<file path="src/verilog/spr_pkg.sv">
// Constants, types and helper functions of the sleep and power reduction controller.
// Assumes one clock (hclk) and an AHB-Lite register port with 32-bit data.
// Summary of operation
// - Sleep starts only when sleep enable is one and the core issues sleep.
// - A three-bit mode field picks one of six sleep modes.
// - After an enabled wake the core is held four cycles past start-up.
// - Register file and data memory keep their contents across sleep.
// - Any reset during sleep wakes the core to the reset vector.
// - Mode 000 is Idle: core clock stops, peripherals keep running.
// - Each mode gates I/O, ADC and asynchronous clock domains as tabled.
// - Outside Idle, external interrupts wake only in level mode; pin change, two-wire match and watchdog always.
// - Async clock and timer oscillator need timer2 async mode; timer2 wake needs it outside Idle.
// - Gate bit 7 stops the two-wire interface clock.
// - Gate bit 6 stops timer2 only while its async select is zero.
// - Gate bit 5 stops timer0, which resumes its state afterwards.
// - Gate bit 3 stops timer1, which resumes its state afterwards.
// - Gate bit 2 stops the SPI clock; not for use under on-chip debug.
// - Gate bit 1 stops the USART clock.
// - With gate bit 0 set the comparator cannot use the ADC mux.
package spr_pkg;
    localparam logic [7:0] SMC_OFS = 8'h60;
    localparam logic [7:0] PCG_OFS = 8'h64;
    localparam logic [7:0] STAT_OFS = 8'h6c;
    localparam logic [7:0] SMC_RESET = 8'h00;
    localparam logic [7:0] PCG_RESET = 8'h00;
    localparam logic [7:0] PCG_MASK = 8'hef;
    localparam int SE_POS = 0;
    localparam int MODE_LSB = 1;
    localparam int MODE_MSB = 3;
    localparam int PCG_TWI = 7;
    localparam int PCG_T2 = 6;
    localparam int PCG_T0 = 5;
    localparam int PCG_T1 = 3;
    localparam int PCG_SPI = 2;
    localparam int PCG_USART = 1;
    localparam int PCG_ADC = 0;
    localparam logic [3:0] HOLD_CYCLES = 4'h4;
    localparam int STARTUP_CYCLES_DEF = 16;
    localparam int CNT_W = 16;

    typedef enum logic [2:0] {
        SPR_IDLE = 3'h0,
        SPR_ADCNR = 3'h1,
        SPR_PDOWN = 3'h2,
        SPR_PSAVE = 3'h3,
        SPR_STDBY = 3'h6,
        SPR_XSTDBY = 3'h7
    } spr_mode_e;

    typedef enum logic [3:0] {
        ST_RUN = 4'h1,
        ST_SLEEP = 4'h2,
        ST_START = 4'h4,
        ST_HOLD = 4'h8
    } spr_state_e;

    function automatic logic spr_mode_ok(input logic [2:0] m);
        return (m != 3'h4) && (m != 3'h5);
    endfunction

    // Timer oscillator and timer2 wake share this mode list; the async domain omits extended standby
    function automatic logic spr_async_listed(input spr_mode_e m);
        return (m == SPR_IDLE) || (m == SPR_ADCNR) || (m == SPR_PSAVE) || (m == SPR_XSTDBY);
    endfunction
endpackage

</file>
<file path="src/verilog/spr_wake_if.sv">
// Wake qualification signals between the controller and its wake gate.
// Assumes all members are synchronous to hclk.
`timescale 1ns/10ps
interface spr_wake_if;
    import spr_pkg::*;
    spr_mode_e mode;
    logic asleep;
    logic t2_async;
    logic ext_a;
    logic ext_b;
    logic ext_a_lvl;
    logic ext_b_lvl;
    logic pin_chg;
    logic twi_match;
    logic wdt;
    logic t2;
    logic spm_ee;
    logic adc;
    logic other_io;
    logic wake;
    modport ctrl (output mode, asleep, t2_async, ext_a, ext_b, ext_a_lvl, ext_b_lvl,
        pin_chg, twi_match, wdt, t2, spm_ee, adc, other_io, input wake);
    modport gate (input mode, asleep, t2_async, ext_a, ext_b, ext_a_lvl, ext_b_lvl,
        pin_chg, twi_match, wdt, t2, spm_ee, adc, other_io, output wake);
endinterface

</file>
<file path="src/verilog/spr_wake_gate.sv">
// Combinational wake qualification for the active sleep mode.
// Assumes sources are synchronous, active-high interrupt requests.
`timescale 1ns/10ps
module spr_wake_gate (
    // Wake qualification
    spr_wake_if.gate w
);
    import spr_pkg::*;
    logic idle;
    logic nr;
    logic ext_ok;
    logic t2_ok;
    always_comb begin
        idle = (w.mode == SPR_IDLE);
        nr = (w.mode == SPR_ADCNR);
        // Edge-sensed requests need a running I/O clock, so only Idle takes them
        ext_ok = (w.ext_a && (idle || w.ext_a_lvl)) || (w.ext_b && (idle || w.ext_b_lvl));
        t2_ok = w.t2 && (idle || (spr_async_listed(w.mode) && w.t2_async));
        w.wake = w.asleep && (ext_ok || w.pin_chg || w.twi_match || w.wdt || t2_ok
            || ((idle || nr) && (w.spm_ee || w.adc)) || (idle && w.other_io));
    end
endmodule // spr_wake_gate

</file>
<file path="src/verilog/spr_sleep_ctrl.sv">
// Sleep mode controller and peripheral clock gate, top level.
// Assumes a single-master AHB-Lite bus and a core that pulses sleep_instr.
`timescale 1ns/10ps
module spr_sleep_ctrl #(
    parameter int unsigned STARTUP_CYCLES = spr_pkg::STARTUP_CYCLES_DEF
) (
    // Clock, reset, enable
    input logic hclk,
    input logic hresetn,
    input logic clk_en,
    // AHB-Lite slave
    input logic hsel,
    input logic [31:0] haddr,
    input logic [1:0] htrans,
    input logic hwrite,
    input logic [2:0] hsize,
    input logic [31:0] hwdata,
    input logic hready,
    output logic hreadyout,
    output logic hresp,
    output logic [31:0] hrdata,
    // Core
    input logic sleep_instr,
    input logic any_reset_req,
    output logic core_halt,
    output logic storage_hold,
    output logic sleep_nop,
    output logic wake_resume,
    output logic reset_restart,
    // Wake sources
    input logic external_irq_a,
    input logic external_irq_b,
    input logic ext_a_level_mode,
    input logic ext_b_level_mode,
    input logic pin_change_irq,
    input logic twowire_addr_match,
    input logic watchdog_irq,
    input logic timer2_irq,
    input logic spm_ee_ready_irq,
    input logic adc_irq,
    input logic other_io_irq,
    input logic timer2_async_select,
    // Clock domains and oscillators
    output logic cpu_clock_on,
    output logic io_clock_domain_on,
    output logic adc_clock_domain_on,
    output logic async_clock_on,
    output logic main_osc_on,
    output logic timer_osc_on,
    // Peripheral clocks
    output logic twowire_clk_on,
    output logic timer2_clk_on,
    output logic timer0_clk_on,
    output logic timer1_clk_on,
    output logic spi_clk_on,
    output logic usart_clk_on,
    output logic adc_clk_on,
    output logic comparator_mux_allowed
);
    import spr_pkg::*;

    localparam logic [CNT_W-1:0] START_LOAD = CNT_W'(STARTUP_CYCLES - 1);
    localparam logic [CNT_W-1:0] HOLD_LOAD = CNT_W'(HOLD_CYCLES - 4'h1);

    logic sleep_enable_bit;
    spr_mode_e sleep_mode_field;
    logic [7:0] peripheral_clock_gate;
    spr_state_e state;
    spr_mode_e act_mode;
    logic [CNT_W-1:0] cnt;
    logic dph_wr;
    logic [7:0] dph_addr;
    logic acc;
    logic [7:0] rd_val;
    logic gated;
    logic sleep_ok;
    logic [3:0] hold_seen;

    spr_wake_if wif();
    spr_wake_gate u_wake (
        .w(wif.gate)
    );

    assign wif.mode = act_mode;
    assign wif.asleep = (state == ST_SLEEP);
    assign wif.t2_async = timer2_async_select;
    assign wif.ext_a = external_irq_a;
    assign wif.ext_b = external_irq_b;
    assign wif.ext_a_lvl = ext_a_level_mode;
    assign wif.ext_b_lvl = ext_b_level_mode;
    assign wif.pin_chg = pin_change_irq;
    assign wif.twi_match = twowire_addr_match;
    assign wif.wdt = watchdog_irq;
    assign wif.t2 = timer2_irq;
    assign wif.spm_ee = spm_ee_ready_irq;
    assign wif.adc = adc_irq;
    assign wif.other_io = other_io_irq;

    // Stalling while clk_en is low keeps every transfer aligned with live state
    assign hreadyout = clk_en;
    assign hresp = 1'b0;
    assign acc = hsel && htrans[1] && hready && clk_en;

    always_comb begin
        case (haddr[7:0])
            SMC_OFS: rd_val = {4'h0, sleep_mode_field, sleep_enable_bit};
            PCG_OFS: rd_val = peripheral_clock_gate;
            STAT_OFS: rd_val = {timer2_async_select, act_mode, state};
            default: rd_val = 8'h00;
        endcase
    end

    always_ff @(posedge hclk or negedge hresetn) begin
        if (!hresetn) begin
            dph_wr <= 1'b0;
            dph_addr <= 8'h00;
            hrdata <= 32'h0000_0000;
        end else if (clk_en) begin
            if (acc) begin
                dph_wr <= hwrite;
                dph_addr <= haddr[7:0];
                hrdata <= {24'h00_0000, rd_val};
            end else if (hready) begin
                dph_wr <= 1'b0;
            end
        end
    end

    always_ff @(posedge hclk or negedge hresetn) begin
        if (!hresetn) begin
            sleep_enable_bit <= SMC_RESET[SE_POS];
            sleep_mode_field <= spr_mode_e'(SMC_RESET[MODE_MSB:MODE_LSB]);
            peripheral_clock_gate <= PCG_RESET;
        end else if (clk_en && dph_wr) begin
            if (dph_addr == SMC_OFS) begin
                sleep_enable_bit <= hwdata[SE_POS];
                sleep_mode_field <= spr_mode_e'(hwdata[MODE_MSB:MODE_LSB]);
            end
            if (dph_addr == PCG_OFS) begin
                peripheral_clock_gate <= hwdata[7:0] & PCG_MASK;
            end
        end
    end

    // Unlisted mode codes behave like a disabled sleep
    assign sleep_ok = sleep_enable_bit && spr_mode_ok(sleep_mode_field);

    always_ff @(posedge hclk or negedge hresetn) begin
        if (!hresetn) begin
            state <= ST_RUN;
            act_mode <= SPR_IDLE;
            cnt <= '0;
            sleep_nop <= 1'b0;
            wake_resume <= 1'b0;
            reset_restart <= 1'b0;
        end else if (clk_en) begin
            sleep_nop <= 1'b0;
            wake_resume <= 1'b0;
            reset_restart <= 1'b0;
            case (state)
                ST_RUN: begin
                    if (sleep_instr && sleep_ok) begin
                        state <= ST_SLEEP;
                        act_mode <= sleep_mode_field;
                    end else if (sleep_instr) begin
                        sleep_nop <= 1'b1;
                    end
                end
                ST_SLEEP: begin
                    if (any_reset_req) begin
                        state <= ST_RUN;
                        reset_restart <= 1'b1;
                    end else if (wif.wake && act_mode == SPR_PDOWN) begin
                        state <= ST_START;
                        cnt <= START_LOAD;
                    end else if (wif.wake) begin
                        state <= ST_HOLD;
                        cnt <= HOLD_LOAD;
                    end
                end
                ST_START: begin
                    if (any_reset_req) begin
                        state <= ST_RUN;
                        reset_restart <= 1'b1;
                    end else if (cnt == '0) begin
                        state <= ST_HOLD;
                        cnt <= HOLD_LOAD;
                    end else begin
                        cnt <= cnt - 1'b1;
                    end
                end
                ST_HOLD: begin
                    if (any_reset_req) begin
                        state <= ST_RUN;
                        reset_restart <= 1'b1;
                    end else if (cnt == '0) begin
                        state <= ST_RUN;
                        wake_resume <= 1'b1;
                    end else begin
                        cnt <= cnt - 1'b1;
                    end
                end
                default: begin
                    state <= ST_RUN;
                end
            endcase
        end
    end

    // Domains stay gated until start-up ends; the core holds storage while halted
    assign gated = (state == ST_SLEEP) || (state == ST_START);
    assign core_halt = (state != ST_RUN);
    assign storage_hold = core_halt;
    assign cpu_clock_on = (state == ST_RUN);
    assign io_clock_domain_on = !gated || (act_mode == SPR_IDLE);
    assign adc_clock_domain_on = !gated || (act_mode == SPR_IDLE) || (act_mode == SPR_ADCNR);
    assign async_clock_on = timer2_async_select && (!gated || (act_mode == SPR_IDLE)
        || (act_mode == SPR_ADCNR) || (act_mode == SPR_PSAVE));
    assign timer_osc_on = timer2_async_select && (!gated || spr_async_listed(act_mode));
    assign main_osc_on = (state != ST_SLEEP) || (act_mode != SPR_PDOWN);

    assign twowire_clk_on = io_clock_domain_on && !peripheral_clock_gate[PCG_TWI];
    assign timer2_clk_on = timer2_async_select ? async_clock_on
        : (io_clock_domain_on && !peripheral_clock_gate[PCG_T2]);
    assign timer0_clk_on = io_clock_domain_on && !peripheral_clock_gate[PCG_T0];
    assign timer1_clk_on = io_clock_domain_on && !peripheral_clock_gate[PCG_T1];
    // Debug shares the SPI clock path; software must leave this bit clear then
    assign spi_clk_on = io_clock_domain_on && !peripheral_clock_gate[PCG_SPI];
    assign usart_clk_on = io_clock_domain_on && !peripheral_clock_gate[PCG_USART];
    assign adc_clk_on = adc_clock_domain_on && !peripheral_clock_gate[PCG_ADC];
    assign comparator_mux_allowed = !peripheral_clock_gate[PCG_ADC];

    always_ff @(posedge hclk or negedge hresetn) begin
        if (!hresetn) begin
            hold_seen <= 4'h0;
        end else if (clk_en) begin
            if (state != ST_HOLD) begin
                hold_seen <= 4'h0;
            end else begin
                hold_seen <= hold_seen + 4'h1;
            end
        end
    end
endmodule // spr_sleep_ctrl

</file>
<file path="config.mk">
export PLATFORM = sky130hd
export DESIGN_NAME = spr_sleep_ctrl
export DESIGN_NICKNAME = d
export VERILOG_FILES = /design/src/verilog/spr_pkg.sv /design/src/verilog/spr_wake_if.sv /design/src/verilog/spr_wake_gate.sv /design/src/verilog/spr_sleep_ctrl.sv
export SDC_FILE = /design/constraint.sdc
export NUM_CORES = 1
export LEC_CHECK = 0
export ABC_AREA = 0
export BUFFER_PORTS_ARGS = -buffer_cell sky130_fd_sc_hd__buf_2
export CAP_MARGIN = 20
export CELL_PAD_IN_SITES_DETAIL_PLACEMENT = 1
export CELL_PAD_IN_SITES_GLOBAL_PLACEMENT = 1
export CORE_MARGIN = 8
export CORE_UTILIZATION = 32
export DETAILED_ROUTE_END_ITERATION = 6
export GPL_TIMING_DRIVEN = 0
export PLACE_DENSITY_LB_ADDON = 0.25
export SYNTH_ARGS = -nofsm -noshare
export SYNTH_HDL_FRONTEND = slang
export SYNTH_SLANG_ARGS = --single-unit
</file>
<file path="constraint.sdc">
create_clock -name hclk -period 2.29 [get_ports hclk]
set_input_delay 0.229 -clock hclk [delete_from_list [all_inputs] [get_ports hclk]]
set_output_delay 0.229 -clock hclk [all_outputs]
set_load 0.02 [all_outputs]
</file>
==> impl_results.md, run 1 <==
* Status: complete, but fails checks
* Failing checks: negative setup slack
* Initial antenna violation count at 0
* Critical path class: reg -> reg
* IO Pins at roughly 140
* Final #Nets at about 550
* Post-synthesis cell area at about 3300 µm²
* CTS Root Cell: clkbuf_8
* Worst Setup SP: state[0]
* Largest net degree at the start of global routing at 31
* Share of cells above drive strength 1 at 43.5%
* Synth Instances at between 300 and 400
* Fin. Hold Viols at 0
* Final Util at 44.2%
* Area growth syn-to-layout at 36.7%
* Worst setup margin at -0.0112 ns
* Worst path top cell family by delay: simple AND/OR/NAND/NOR gates
* Remaining DRCs at 0
* Diode count at 0
* Drt first pass iters at 4
* H-Tree Depth at 2
* Clock sink count at 54
* Clock-pin slew on the worst setup and hold paths at 0.12 ns
* Post-synth top flop: dfrtp_1
* IO Port Bufs at between 60 and 70
* FFs w/ async S/R, synth at 100%
* Synth top area share at 40.5%
* Slew HR at 47.6%
* RSZ-0062 raised after global routing: yes
* Vias in the first global route at around 3200
* Vias/cell at roughly 4.9
* Antenna Nets Post-Route at 0
* Initial drt markers at 130
* Leak Pwr at 2.04 nW
* Max_cap viols at 0
* Die Span X at about 120 µm
* Routability congestion estimate at approximately 0.76
* Initial Utilization at approximately a third
* Critical path buffer and inverter count at 0
* PwrDens at between 700 and 800 nW/µm²
* Die ar. at roughly 14000 µm²
* Yosys cell types at 63
* Critical R2R Launch: state[0]
* Fmax achieved at 435 MHz
* Vias at around 3000
* Final period util at 100%
* Post-DR wirelength/cell at between 15 and 20 µm
* Synth area leaders: dfrtp_1 (41%), buf_4 (6.2%), mux2_2 (6.2%), nand2_1 (5.3%), a22o_1 (2.7%)
* Placed cell areas at a little under 4000 µm²
* Tot GR Track Use at approximately 15%
* Total CTS buffers at 5
* CP cell instances: or4b_2 -> or4_4 -> nand3_4 -> mux2_2
* Max stage delay on crit path at ~0.75 ns
* Dpl hpwl at approximately 7600 µm
* Crit-path slowest cell: or4b_2
* Post-Route WL at between 10000 and 15000 µm
* Design Area, Final at ~4500 µm²
* First-pass GRT wire length at 16700 µm
* Max Fanout on Critical Path at 9
* Register area share after synthesis at between 40% and 50%
* Avg Cell Area, Syn at about 9.5 µm²
* Final setup viols at 6
* Most common cell in the netlist: dfrtp_1
* Worst min-delay path class: in -> reg
* Slew Limit Fails at 0
* Worst hold start: haddr[0]
* Worst setup SP type: flop
* DP Worst Slack at -0.322 ns
* Worst slew pin tran at 0.765 ns
* CP Data Arrival Time at about 2.5 ns
* Req. time, crit path at 2.50 ns
* # rows at 37
* CTS Buffer Depth at 2
* Fin crit period at 2.30 ns
* Die height at between 100 and 150 µm
* Seq cells post-synth at between 50 and 60
* Post-Layout Cell Count at 598
* Synth area leader: dfrtp_1
* Post-synth EDFFs at 0
* Dpl cells at between 500 and 600
* Commonest cells post-synth: dfrtp_1 (53), nand2_1 (46), buf_4 (27)
* Tot Pwr at approximately 3.4 mW
* Critical path capture point type: flop
* CTS tree: yes
* Total grt overflow at 0
* Max VDD drop at 353 µV
* Clk Latency, worst-skew pair at roughly 0.32 ns
* Clock Skew at between 0.009 and 0.01 ns
* Core box area at ~10000 µm²
* Ys Warns at 0
-- report_power, final --
part / internal, mW / switching (mW)
clock: 0.230 / 0.370
sequential: 1.10 / 0.142
combinational: 0.706 / 0.841
total: 2.03 / 1.35
-- flip-flops by register name, summed over array words and instances (netlist names) --
signal / flops
wake_resume: 1
sleep_nop: 1
reset_restart: 1
hrdata: 8
dph_wr: 1
peripheral_clock_gate: 7
cnt: 16
sleep_enable_bit: 1
sleep_mode_field: 3
state: 4
dph_addr: 8
act_mode: 3
-- cell families after synthesis --
family / Yosys count / share of synthesized area [%]
compound gates: 76 / 18.9
xor+xnor: 1 / 0.268
fa+ha+maj: 1 / 0.382
buf+inv: 60 / 10.6
flops: 54 / 41.3
mux: 22 / 7.41
other cells: 1 / 0.115
simple gates: 129 / 21.0
-- layout make-up --
class	instances	area [µm²]
fill	1180	5660
multi-input combinational	254	1940
sequential	54	1360
timing repair buffer	90	549
buffer	38	297
tap	136	170
clock buffer	5	68.8
inverter	18	67.6
clock inverter	3	28.8
-- metal layers --
layer	share of wire, %	global-route usage [%]
met2	50	26.1
met4	0.61	3.24
met5	0	0
met1	45	19.6
met3	4.6	3.54
-- worst reg2reg max path, stage by stage (launching register included) --
cell and delay (ns):
dfstp_2 0.43, or4b_2 0.75, or4_4 0.52, nand3_4 0.15
mux2_2 0.34
-- metrics by stage --
stage / hold slack (ns) / setup TNS, ns
5_1_grt: 0.110 / -0.806
6_report: 0.109 / -0.0332
2_1_floorplan: -0.0666 / 0
3_3_place_gp: 0.437 / -4.97
4_1_cts: 0.107 / -0.0787
3_5_place_dp: 0.274 / -5.83
-- final timing paths --
| kind | end | slack, ns | depth (start not counted) |
|---|---|---|---|
| worst max-delay path | cnt[1] | -0.01 | 4 |
| worst min-delay path | dph_addr[0] | 0.11 | 3 |
| worst max register to register | cnt[1] | -0.01 | 4 |
| worst min register to register | dph_addr[7] | 0.48 | 2 |
| max in group asynchronous | state[0] | 1.20 | 3 |
| min in group asynchronous | cnt[5] | 0.44 | 2 |
-- cell usage in the layout (no fill, tap or decap), types with 7 or more instances in the layout --
cell type,Yosys,final
conb_1,1,25
a22o_1,10,10
nor3_1,9,7
mux2_2,18,18
o21ai_0,7,7
buf_2,5,63
buf_4,27,52
dfrtp_1,53,50
nor2_1,17,16
inv_1,18,16
nand2_1,46,46
a21oi_1,10,9
-- timing repair --
action                                 CTS  global route
hold buffers                             1             0
gates resized for setup                 32            29
endpoints found under the hold margin   24             0
pin swaps                                8             8
buffers inserted                        15             9
gates cloned                             0             1
setup endpoints to repair               37            31
No activity file was read; power rests on OpenSTA's default activity.
==> run 2, diff against run 1 <==
Settings changed: PLACE_DENSITY_LB_ADDON 0.25 to 0.1.
==> run 2 against run 1 <==
  * The run still ends with negative setup slack left
  * Critical path depth up 2
  * Sequential cell count unchanged
  * Global-route usage up 0.19 points
  * Highest routed layer unchanged
  * Sequential power about the same
  * Die area unchanged
  * Non-clock buffer count up 3
  * Hold slack worse by 0.0084 ns
  * Sequential share of layout area down 0.95 points
  * Setup slack worse by 0.037 ns
  * Critical path type unchanged
  * Wire length up 4.4%
==> impl_results.md, run 2 (synthesis gave the netlist of run 1 again) <==
* Critical path class: reg -> reg
* Reg with most FFs: cnt
* Fin crit period at approximately 2.3 ns
* Clk Latency, worst-skew pair at 0.32 ns
* Clock-pin slew on the worst setup and hold paths at roughly 0.12 ns
* Initial antenna violation count at 0
* Dpl hpwl at roughly 7600 µm
* Tot GR Track Use at about 16%
* Vias in the first global route at 3302
* Post-Route WL at ~11000 µm
* Die Span X at 117 µm
* Most frequent cells in the layout: buf_2 (64), dfrtp_1 (52), buf_4 (51)
* Crit-path slowest cell: or4_4
* Antenna Nets Post-Route at 0
* Commonest non-fill, non-tap cell in the layout: buf_2
* Max_cap viols at 0
* Remaining DRCs at 0
* CTS Buffer Depth at 2
* Total grt overflow at 0
* Die height at roughly 120 µm
* # rows at 37
* Initial Utilization at approximately a third
* Worst R2R Setup Slack at -0.05 ns
* Post-DR wirelength/cell at between 15 and 20 µm
* IO Port Bufs at 63
* Die ar. at roughly 14000 µm²
* Failing checks: negative setup slack
* Initial drt markers at 118
* Critical path buffer and inverter count at 1
* Status: complete, but fails checks
* Area growth syn-to-layout at 40.9%
* Max VDD drop at 260 µV
* Worst path top cell family by delay: compound AO/OA/AOI/OAI gates
* Fin. Hold Viols at 0
* WHS at a little over 0.1 ns
* Vias/cell at between 5 and 6
* Worst min-delay path class: in -> reg
* CTS Root Cell: clkbuf_8
* Hold path depth at 3
* Diode count at 0
* Leak Pwr at about 2.1 nW
* Dpl cells at around 570
* Worst setup margin at -0.0484 ns
* Crit path depth at 6
* Max Fanout on Critical Path at 8
* Fmax achieved at roughly 430 MHz
* CTS tree: yes
* Filler cell count at about 1200
* Max stage delay on crit path at between 0.5 and 0.6 ns
* Final period util at 102%
* Final setup viols at 5
* CP cell instances: or4_4 -> o41ai_4 -> nand2_2 -> buf_12 -> a2111oi_4 -> o22ai_1
* CP Data Arrival Time at ~2.5 ns
* Placed cell areas at approximately 4000 µm²
* PwrDens at 732 nW/µm²
* Biggest regs: cnt: 16 flops, dph_addr: 8 flops, hrdata: 8 flops
* Critical path capture point type: flop
* H-Tree Depth at 2
* Worst slew pin tran at about 0.75 ns
* IO Pins at 142
* Clock Skew at between 0.01 and 0.015 ns
* Max reg flops at 16
* Vias at 3038
* Routability congestion estimate at between 0.7 and 0.8
* Final Util at a little under half
* RSZ-0062 raised after global routing: yes
* Worst setup SP type: flop
* Cells on worst reg2reg path at 6
* Slew HR at around half
* Share of cells above drive strength 1 at a little under half
* Req. time, crit path at between 2 and 2.5 ns
* Final #Nets at about 560
* Total CTS buffers at 5
* Slew Limit Fails at 0
* Largest net degree at the start of global routing at 31
* Design Area, Final at about 4600 µm²
* First-pass GRT wire length at around 17000 µm
* Post-Layout Cell Count at approximately 600
* Core box area at just over 10000 µm²
* Clock sink count at 54
* Drt first pass iters at 4
==> run 2: cell types whose count changed in the layout (fill, tap and decap cells not counted), moves of 2 or more <==
cell,change
dfrtp_2,-2
o2111ai_2,+2
a21oi_1,-5
dfrtp_1,+2
o2111ai_1,-2
buf_12,+2
nand2_2,+2
a21oi_2,+5
buf_6,+3
nand2_1,-2
==> run 2: final timing paths <==
check | from | to
max | cnt[4] | cnt[13]
min | haddr[5] | dph_addr[5]
max reg2reg | cnt[4] | cnt[13]
min reg2reg | reset_restart | reset_restart
max in group asynchronous | hresetn | state[0]
min in group asynchronous | hresetn | cnt[5]
==> run 2: report_power, final <==
| group | internal (mW) | switching [mW] | total (mW) |
|---|---|---|---|
| registers | 1.10 | 0.138 | 1.24 |
| logic | 0.687 | 0.858 | 1.54 |
| clock network | 0.227 | 0.371 | 0.598 |
| total | 2.01 | 1.37 | 3.38 |
==> run 2: timing repair <==
action                                 in CTS  in global routing
setup endpoints to repair                  36                 30
pin swaps                                  14                 18
resized for setup                          48                 32
gates cloned                                1                  1
endpoints found under the hold margin      24                  0
hold buffers                                1                  0
setup buffers                              14                 15
==> run 2: area by class of cell <==
type / instances / area [µm²] / area share, %
inverter: 18 / 70.1 / 1.52
tap: 136 / 170 / 3.69
clock buffer: 5 / 68.8 / 1.49
buffer: 37 / 288 / 6.24
multi-input combinational: 255 / 2030 / 44.0
sequential: 54 / 1350 / 29.3
clock inverter: 3 / 26.3 / 0.570
timing repair buffer: 94 / 607 / 13.2
==> run 2: tightest hold or removal path: stages <==
cell and delay, ns:
buf_2 0.09, nand2_1 0.04, nand2_1 0.04
==> run 2: through the flow <==
stage	total power [mW]	TNS (ns)	worst slack (ns)
final	3.38	-0.186	-0.0484
after global routing	3.59	-1.25	-0.140
after CTS	3.26	-0.764	-0.100
after detailed placement	2.41	-5.39	-0.364
after global placement	2.39	-5.15	-0.338
after floorplan	2.07	0	0.00290
==> run 2: layer usage <==
metal / routed length [µm] / vias to the layer above / global-route usage [%]
met1: 4610 / 1488 / 19.5
met3: 499 / 24 / 2.87
met4: 176 / 0 / 3.75
met5: 0 / - / 0
li1: - / 1453 / -
met2: 5330 / 73 / 27.1
